[config.mk]
export PLATFORM = sky130hd
export DESIGN_NAME = alarm_monitor_regs_block
export DESIGN_NICKNAME = d
export VERILOG_FILES = /design/src/shared/alarm_monitor_pkg.sv /design/src/logic/alarm_monitor_regs_block.sv
export VERILOG_INCLUDE_DIRS = /design/src /design/src/shared
export SDC_FILE = /design/constraint.sdc
export NUM_CORES = 1
export LEC_CHECK = 0
export ABC_AREA = 0
export ABC_CLOCK_PERIOD_IN_PS = 2300
export BUFFER_PORTS_ARGS = -buffer_cell sky130_fd_sc_hd__clkbuf_2
export CORE_MARGIN = 2
export CORE_UTILIZATION = 51
export CTS_BUF_LIST = sky130_fd_sc_hd__clkbuf_16
export DETAILED_ROUTE_END_ITERATION = 8
export GPL_TIMING_DRIVEN = 0
export PLACE_DENSITY = 0.83
export SYNTH_ARGS = -nofsm -noshare
export SYNTH_HDL_FRONTEND = slang
export SYNTH_SLANG_ARGS = --single-unit
export TNS_END_PERCENT = 5
[constraint.sdc]
create_clock -name core_clk -period 2.3 [get_ports core_clk]
set_input_delay 0 -clock core_clk [delete_from_list [all_inputs] [get_ports core_clk]]
set_output_delay 0 -clock core_clk [all_outputs]
set_load 0.02 [all_outputs]
[src/shared/alarm_monitor_regs.svh]
`ifndef ALARM_MONITOR_REGS_SVH
`define ALARM_MONITOR_REGS_SVH

// word addresses on the plain register port
`define VENDOR_ALARM_ENABLE_ADDR 16'hb02d
`define ENABLE_RESERVED_WORD_ADDR 16'hb02e
`define TEMPERATURE_MONITOR_ADDR 16'hb02f
`define SUPPLY_VOLTAGE_MONITOR_ADDR 16'hb030
`define AMPLIFIER_BIAS_MONITOR_ADDR 16'hb031
`define EVENT_STATUS_ADDR 16'hb0f0
`define EVENT_MASK_ADDR 16'hb0f1
`define ALARM_LATCH_ADDR 16'hb0f2

`define VENDOR_ALARM_ENABLE_RESET 16'h0000
`define MONITOR_RESET 16'h0000
`define EVENT_MASK_RESET 16'h0000

`define SUPPLY_RANGE_BIT 0
`define HW_SW_INCOMPAT_BIT 1
// bits 1..0 of the vendor enable are defined, 15..2 reserved
`define VENDOR_ENABLE_USED 16'h0003

`define EV_TEMP_BIT 0
`define EV_SUPPLY_BIT 1
`define EV_BIAS_BIT 2
`define EV_ALARM_BIT 3

`endif

[src/shared/alarm_monitor_pkg.sv]
`default_nettype none

package alarm_monitor_pkg;

    typedef struct packed {
        logic [15:0] addr;
        logic [15:0] wdata;
        logic wr;
        logic rd;
    } reg_req_s;

    typedef struct packed {
        logic temp_valid;
        logic [15:0] temp;
        logic supply_valid;
        logic [15:0] supply;
        logic bias_valid;
        logic [15:0] bias;
    } monitor_in_s;

endpackage : alarm_monitor_pkg

`default_nettype wire

[src/logic/alarm_monitor_regs_block.sv]
// Design decision made here: the plain strobed port.
`timescale 1ns/1ps
`default_nettype none
`include "alarm_monitor_regs.svh"

module alarm_monitor_regs_block
    import alarm_monitor_pkg::*;
#(
    parameter int SUPPLY_ALARMS = 4,
    parameter logic [15:0] IMPLEMENTED_ENABLES = 16'h0003
) (
    input wire logic core_clk,
    input wire logic rst,
    input wire reg_req_s req,
    output logic [15:0] rdata,
    input wire monitor_in_s mon,
    input wire logic [SUPPLY_ALARMS-1:0] supply_alarm_status,
    input wire logic hw_sw_incompat,
    output logic global_alarm_out,
    output logic irq
);

    // one OR term per supply; a wider status set would not fit one word
    if (SUPPLY_ALARMS < 1 || SUPPLY_ALARMS > 16) begin : gen_bad_supply_alarms
        $error("SUPPLY_ALARMS must be 1 to 16");
    end

    // bits outside this mask read back zero whatever the host writes
    localparam logic [15:0] ENABLE_WRITABLE = IMPLEMENTED_ENABLES & `VENDOR_ENABLE_USED;

    logic [15:0] vendor_alarm_enable;
    logic signed [15:0] temperature_monitor;
    logic [15:0] supply_voltage_monitor;
    logic [15:0] amplifier_bias_monitor;
    logic [15:0] alarm_latch;
    logic [15:0] event_status;
    logic [15:0] event_mask;
    logic [15:0] raw_alarm;
    logic [15:0] new_event;
    logic status_read;
    logic latch_read;

    always_comb begin
        raw_alarm = 16'h0000;
        raw_alarm[`SUPPLY_RANGE_BIT] = |supply_alarm_status;
        raw_alarm[`HW_SW_INCOMPAT_BIT] = hw_sw_incompat;
    end

    assign status_read = req.rd && req.addr == `EVENT_STATUS_ADDR;
    assign latch_read = req.rd && req.addr == `ALARM_LATCH_ADDR;

    always_ff @(posedge core_clk) begin
        if (rst) begin
            vendor_alarm_enable <= `VENDOR_ALARM_ENABLE_RESET;
        end else if (req.wr && req.addr == `VENDOR_ALARM_ENABLE_ADDR) begin
            vendor_alarm_enable <= req.wdata & ENABLE_WRITABLE;
        end
    end

    always_ff @(posedge core_clk) begin
        if (rst) begin
            event_mask <= `EVENT_MASK_RESET;
        end else if (req.wr && req.addr == `EVENT_MASK_ADDR) begin
            event_mask <= req.wdata;
        end
    end

    // whole-word capture from a valid strobe keeps host reads coherent
    always_ff @(posedge core_clk) begin
        if (rst) begin
            temperature_monitor <= `MONITOR_RESET;
            supply_voltage_monitor <= `MONITOR_RESET;
            amplifier_bias_monitor <= `MONITOR_RESET;
        end else begin
            if (mon.temp_valid) begin
                temperature_monitor <= mon.temp;
            end
            if (mon.supply_valid) begin
                supply_voltage_monitor <= mon.supply;
            end
            if (mon.bias_valid) begin
                amplifier_bias_monitor <= mon.bias;
            end
        end
    end

    // latched alarms clear on read; a fresh alarm in the same cycle wins
    always_ff @(posedge core_clk) begin
        if (rst) begin
            alarm_latch <= 16'h0000;
        end else if (latch_read) begin
            alarm_latch <= raw_alarm;
        end else begin
            alarm_latch <= alarm_latch | raw_alarm;
        end
    end

    always_comb begin
        new_event = 16'h0000;
        new_event[`EV_TEMP_BIT] = mon.temp_valid;
        new_event[`EV_SUPPLY_BIT] = mon.supply_valid;
        new_event[`EV_BIAS_BIT] = mon.bias_valid;
        new_event[`EV_ALARM_BIT] = |(raw_alarm & ~alarm_latch);
    end

    always_ff @(posedge core_clk) begin
        if (rst) begin
            event_status <= 16'h0000;
        end else if (status_read) begin
            event_status <= new_event;
        end else begin
            event_status <= event_status | new_event;
        end
    end

    always_ff @(posedge core_clk) begin
        if (rst) begin
            global_alarm_out <= 1'h0;
        end else begin
            global_alarm_out <= |(vendor_alarm_enable & alarm_latch);
        end
    end

    always_ff @(posedge core_clk) begin
        if (rst) begin
            irq <= 1'h0;
        end else begin
            irq <= |(event_status & event_mask);
        end
    end

    // reads of reserved or unmapped words return zero
    always_ff @(posedge core_clk) begin
        if (rst) begin
            rdata <= 16'h0000;
        end else if (!req.rd) begin
            rdata <= 16'h0000;
        end else if (req.addr == `VENDOR_ALARM_ENABLE_ADDR) begin
            rdata <= vendor_alarm_enable;
        end else if (req.addr == `TEMPERATURE_MONITOR_ADDR) begin
            rdata <= temperature_monitor;
        end else if (req.addr == `SUPPLY_VOLTAGE_MONITOR_ADDR) begin
            rdata <= supply_voltage_monitor;
        end else if (req.addr == `AMPLIFIER_BIAS_MONITOR_ADDR) begin
            rdata <= amplifier_bias_monitor;
        end else if (req.addr == `EVENT_STATUS_ADDR) begin
            rdata <= event_status;
        end else if (req.addr == `EVENT_MASK_ADDR) begin
            rdata <= event_mask;
        end else if (req.addr == `ALARM_LATCH_ADDR) begin
            rdata <= alarm_latch;
        end else begin
            rdata <= 16'h0000;
        end
    end

    enable_unimpl_zero_a: assert property (
        @(posedge core_clk) disable iff (rst)
        (vendor_alarm_enable & ~ENABLE_WRITABLE) == 16'h0000)
        else $error("unimplemented enable bit set");

    global_alarm_and_a: assert property (
        @(posedge core_clk) disable iff (rst)
        |(vendor_alarm_enable & alarm_latch) |=> global_alarm_out)
        else $error("enabled latched alarm did not raise global alarm");

    global_alarm_quiet_a: assert property (
        @(posedge core_clk) disable iff (rst)
        (vendor_alarm_enable & alarm_latch) == 16'h0000 |=> !global_alarm_out)
        else $error("global alarm without enabled latched alarm");

    supply_or_a: assert property (
        @(posedge core_clk) disable iff (rst)
        (|supply_alarm_status) |=> alarm_latch[`SUPPLY_RANGE_BIT])
        else $error("supply status not latched");

    temp_capture_a: assert property (
        @(posedge core_clk) disable iff (rst)
        mon.temp_valid |=> temperature_monitor == $past(mon.temp))
        else $error("temperature word not captured");

    temp_hold_a: assert property (
        @(posedge core_clk) disable iff (rst)
        !mon.temp_valid |=> $stable(temperature_monitor))
        else $error("temperature word changed without update");

    supply_capture_a: assert property (
        @(posedge core_clk) disable iff (rst)
        mon.supply_valid |=> supply_voltage_monitor == $past(mon.supply))
        else $error("supply word not captured");

    bias_capture_a: assert property (
        @(posedge core_clk) disable iff (rst)
        mon.bias_valid |=> amplifier_bias_monitor == $past(mon.bias))
        else $error("bias word not captured");

    monitor_ro_a: assert property (
        @(posedge core_clk) disable iff (rst)
        req.wr && req.addr == `TEMPERATURE_MONITOR_ADDR && !mon.temp_valid |=> $stable(temperature_monitor))
        else $error("host write altered temperature word");

    supply_ro_a: assert property (
        @(posedge core_clk) disable iff (rst)
        req.wr && !mon.supply_valid |=> $stable(supply_voltage_monitor))
        else $error("host write altered supply word");

    supply_hold_a: assert property (
        @(posedge core_clk) disable iff (rst)
        !mon.supply_valid |=> $stable(supply_voltage_monitor))
        else $error("supply word changed without update");

    bias_hold_a: assert property (
        @(posedge core_clk) disable iff (rst)
        !mon.bias_valid |=> $stable(amplifier_bias_monitor))
        else $error("bias word changed without update");

    bias_ro_a: assert property (
        @(posedge core_clk) disable iff (rst)
        req.wr && !mon.bias_valid |=> $stable(amplifier_bias_monitor))
        else $error("host write altered bias word");

    enable_write_a: assert property (
        @(posedge core_clk) disable iff (rst)
        req.wr && req.addr == `VENDOR_ALARM_ENABLE_ADDR
        |=> vendor_alarm_enable == ($past(req.wdata) & ENABLE_WRITABLE))
        else $error("enable word not written as masked");

    read_enable_a: assert property (
        @(posedge core_clk) disable iff (rst)
        req.rd && req.addr == `VENDOR_ALARM_ENABLE_ADDR |=> rdata == $past(vendor_alarm_enable))
        else $error("enable word read back wrong");

    read_idle_zero_a: assert property (
        @(posedge core_clk) disable iff (rst)
        !req.rd |=> rdata == 16'h0000)
        else $error("read data outside its cycle");

    read_temp_a: assert property (
        @(posedge core_clk) disable iff (rst)
        req.rd && req.addr == `TEMPERATURE_MONITOR_ADDR |=> rdata == $past(temperature_monitor))
        else $error("temperature word read back wrong");

    read_supply_a: assert property (
        @(posedge core_clk) disable iff (rst)
        req.rd && req.addr == `SUPPLY_VOLTAGE_MONITOR_ADDR |=> rdata == $past(supply_voltage_monitor))
        else $error("supply word read back wrong");

    read_bias_a: assert property (
        @(posedge core_clk) disable iff (rst)
        req.rd && req.addr == `AMPLIFIER_BIAS_MONITOR_ADDR |=> rdata == $past(amplifier_bias_monitor))
        else $error("bias word read back wrong");

    read_reserved_a: assert property (
        @(posedge core_clk) disable iff (rst)
        req.rd && req.addr == `ENABLE_RESERVED_WORD_ADDR |=> rdata == 16'h0000)
        else $error("reserved word read nonzero");

    hw_latch_a: assert property (
        @(posedge core_clk) disable iff (rst)
        hw_sw_incompat |=> alarm_latch[`HW_SW_INCOMPAT_BIT])
        else $error("incompatibility alarm not latched");

    latch_sticky_a: assert property (
        @(posedge core_clk) disable iff (rst)
        !latch_read |=> (alarm_latch & $past(alarm_latch)) == $past(alarm_latch))
        else $error("latched alarm lost without a read");

    status_sticky_a: assert property (
        @(posedge core_clk) disable iff (rst)
        !status_read |=> (event_status & $past(event_status)) == $past(event_status))
        else $error("status bit lost without a read");

    temp_event_a: assert property (
        @(posedge core_clk) disable iff (rst)
        mon.temp_valid |=> event_status[`EV_TEMP_BIT])
        else $error("temperature update not flagged");

    supply_event_a: assert property (
        @(posedge core_clk) disable iff (rst)
        mon.supply_valid |=> event_status[`EV_SUPPLY_BIT])
        else $error("supply update not flagged");

    bias_event_a: assert property (
        @(posedge core_clk) disable iff (rst)
        mon.bias_valid |=> event_status[`EV_BIAS_BIT])
        else $error("bias update not flagged");

    alarm_event_a: assert property (
        @(posedge core_clk) disable iff (rst)
        |(raw_alarm & ~alarm_latch) |=> event_status[`EV_ALARM_BIT])
        else $error("new alarm not flagged");

    irq_level_a: assert property (
        @(posedge core_clk) disable iff (rst)
        |(event_status & event_mask) |=> irq)
        else $error("unmasked status did not raise irq");

    irq_quiet_a: assert property (
        @(posedge core_clk) disable iff (rst)
        (event_status & event_mask) == 16'h0000 |=> !irq)
        else $error("irq without unmasked status");

endmodule : alarm_monitor_regs_block

`default_nettype wire

==> metrics <==
status completed; fin. max-slew vios 0; max incr delay on CP 0.55 ns; top-area cell type share of the netlist area 49.1%; PwrDens 653 nW/um^2; detailed-route DRC error count 0; post-synthesis simple-gate area fraction 19.4%; Mean Syn Cell Area 9.56 um^2; VDD IR max 0.000532 V; IO Count 110; #FFs+latches synth 90; PostCTS Resize Cnt 0; post-route ant nets 0; antenna violations before repair 0; clock tree sinks 90; Arrival @ worst endpoint 2.18 ns; Design Area, Final 5290 um^2; post-synthesis mux area share 13.9%; Yosys top cell by area dfxtp_1; DR iter-0 viols 261; drt wl/cell 17.6 um; final non-filler cell total 670; critical path class primary input to flop; CTS tree done; top post-synthesis cells by area dfxtp_1 (49%), mux2i_1 (14%), nor2_1 (5.9%); Clock Skews 0.00617 ns; CP Max Fanout 10; # rows 30; pre-CTS setup slack 0.0865 ns; count of warnings emitted by yosys 0; ys flop type dfxtp_1; max-cap viol count 0; Post-Syn Nets 476; period utilization 86.6%; Seq/Total Area, Yosys 49.1%; Leak Pwr 2.27 nW; Post-Syn Area 3670 um^2; crit path cell chain clkbuf_2, or4b_1, buf_6, nor4_4, nand2_1, clkbuf_1, nand2_1, a21oi_2; via count 3783; clk_lat worst skew 0.34 ns; GRT Resource Usage Total 30.4%; Worst-path clk slew 0.06 ns; # diodes 0; DP Area 4320 um^2; Root Buffer clkbuf_16; I/O Buffers 106; crit path from req[32]; largest net degree at the start of global routing 15; dpl cells 586; htree depth 3; Yosys cell types 43; Slew @ Worst Pin 0.870 ns; GP Congestion 0.946; Final Hold Vio Count 0; RSZ-0062 raised after global routing false; WHS Path Cells 4; most used cell along the critical path nand2_1; Power Total 3.45 mW; DR pass1 iterations 9; initial core utilization 53.4%; Setup violations, final 0; crit path time final 1.99 ns; CP Launch Type primary input; # fillers 473; core area 6870 um^2; number of setup buffers added after CTS 0; detailed-route wire length 11.8 mm; CTS Buffer Depth 2; setup TNS 0 ns; post-synthesis cell count 384; Area growth, synth to finish 44.1%; die area 7890 um^2; total gr overflow 0; EDFF count, synth 0; setup slack after layout 0.308 ns; first-pass GRT wire length 17.9 mm; Worst slew margin 42.0%; Die Span X 88.8 um; HP Start req[0]; CP Data Required Time 2.49 ns; CP max stage cell or4b_1; largest family of logic cells by synthesized area simple AND/OR/NAND/NOR gates; die height 88.8 um; via/cell ratio 5.65; Final nets 661; adder-cell area share of the yosys netlist 0%; share of cells above drive strength 1 26.7%; post-synthesis compound-gate area fraction 13.2%; Reg2Reg Depth 5; Peak Freq 502 MHz; Crit. End Element flop; Num CTS Buffers 9; vias in the first global route 3810; HP Class primary input to flop; post-DP HPWL 7.43 mm; xor/xnor share of the synthesized area 0%; ys async rst share 0%; FF-to-FF Start event_mask[1]
area by class of cell:
class                      count  area, um^2  area share, %
clock buffer                   9         225           4.26
clock inverter                 7        62.6           1.18
inverter                       5        18.8          0.355
buffer                        26         144           2.72
timing repair buffer         174        1210           22.9
multi-input combinational    263        1710           32.3
tap                           96         120           2.27
sequential                    90        1800           34.1
cells in the mapped netlist (3+ instances only):
cell / number
mux2i_1: 51
clkbuf_1: 17
nand2_2: 10
a21oi_2: 10
nand3_1: 3
nand2_1: 44
inv_1: 5
nor2_1: 58
buf_2: 4
dfxtp_1: 90
a222oi_1: 13
o21ai_0: 4
nand2b_1: 4
a22oi_1: 5
a21oi_1: 27
where the power goes:
group          total, mW  internal (mW)  switching, mW
clock               1.43          0.830          0.602
combinational      0.366          0.200          0.166
sequential          1.65           1.62         0.0376
total               3.45           2.65          0.805
kinds of logic after synthesis:
| kind of cell | count (synthesis) |
|---|---|
| buffers and inverters | 31 |
| flip-flops | 90 |
| multiplexers | 51 |
| AND/OR/NAND/NOR | 144 |
| AO/OA/AOI/OAI | 68 |
critical path, delay by kind of cell:
| kind | cells | cell delay, ns |
|---|---|---|
| simple gates | 4 | 1.53 |
| buf+inv | 3 | 0.58 |
| compound gates | 1 | 0.07 |
worst paths after layout:
kind	to	slack, ns
setup / recovery	event_mask[9]	0.31
hold / removal	rdata[0]	0.08
setup reg to reg	rdata[1]	1.13
hold reg to reg	rdata[5]	0.46
what timing repair did:
| item | 4_1_cts | 5_1_grt |
|---|---|---|
| setup endpoints to repair | 0 | 0 |
| hold buffers | 68 | 0 |
| endpoints found under the hold margin | 69 | 0 |
metal layers:
metal	GRT usage (%)	part of all wire, %	vias up
met1	32.9	37	1769
met5	0	0	-
met4	16.8	4.1	0
li1	-	-	1720
met3	4.76	7.5	48
met2	55.9	51	246
metrics by stage:
stage               hold WS [ns]  util (%)
floorplan                  0.117         -
global placement           0.224      62.9
detailed placement         0.236      62.9
CTS                       0.0647      77.0
global route              0.0716      77.0
finish                    0.0798      77.0
flip-flops by register name, summed over array words and instances (netlist names):
signal                  flops
vendor_alarm_enable         2
global_alarm_out            1
event_mask                 16
irq                         1
event_status                4
temperature_monitor        16
alarm_latch                 2
rdata                      16
supply_voltage_monitor     16
amplifier_bias_monitor     16
cells in the final DEF, fill, tap and decap left out, types with 7 or more instances in the layout:
cell type | Yosys | layout
clkbuf_2 | 0 | 106
dlygate4sd3_1 | 0 | 68
nor2_1 | 58 | 58
a21oi_2 | 10 | 10
clkbuf_16 | 0 | 9
a222oi_1 | 13 | 13
clkbuf_1 | 17 | 17
dfxtp_1 | 90 | 90
inv_1 | 5 | 7
mux2i_1 | 51 | 51
nand2_2 | 10 | 10
a21oi_1 | 27 | 27
nand2_1 | 44 | 44
Note: power is estimated with default switching activity, not from simulation.
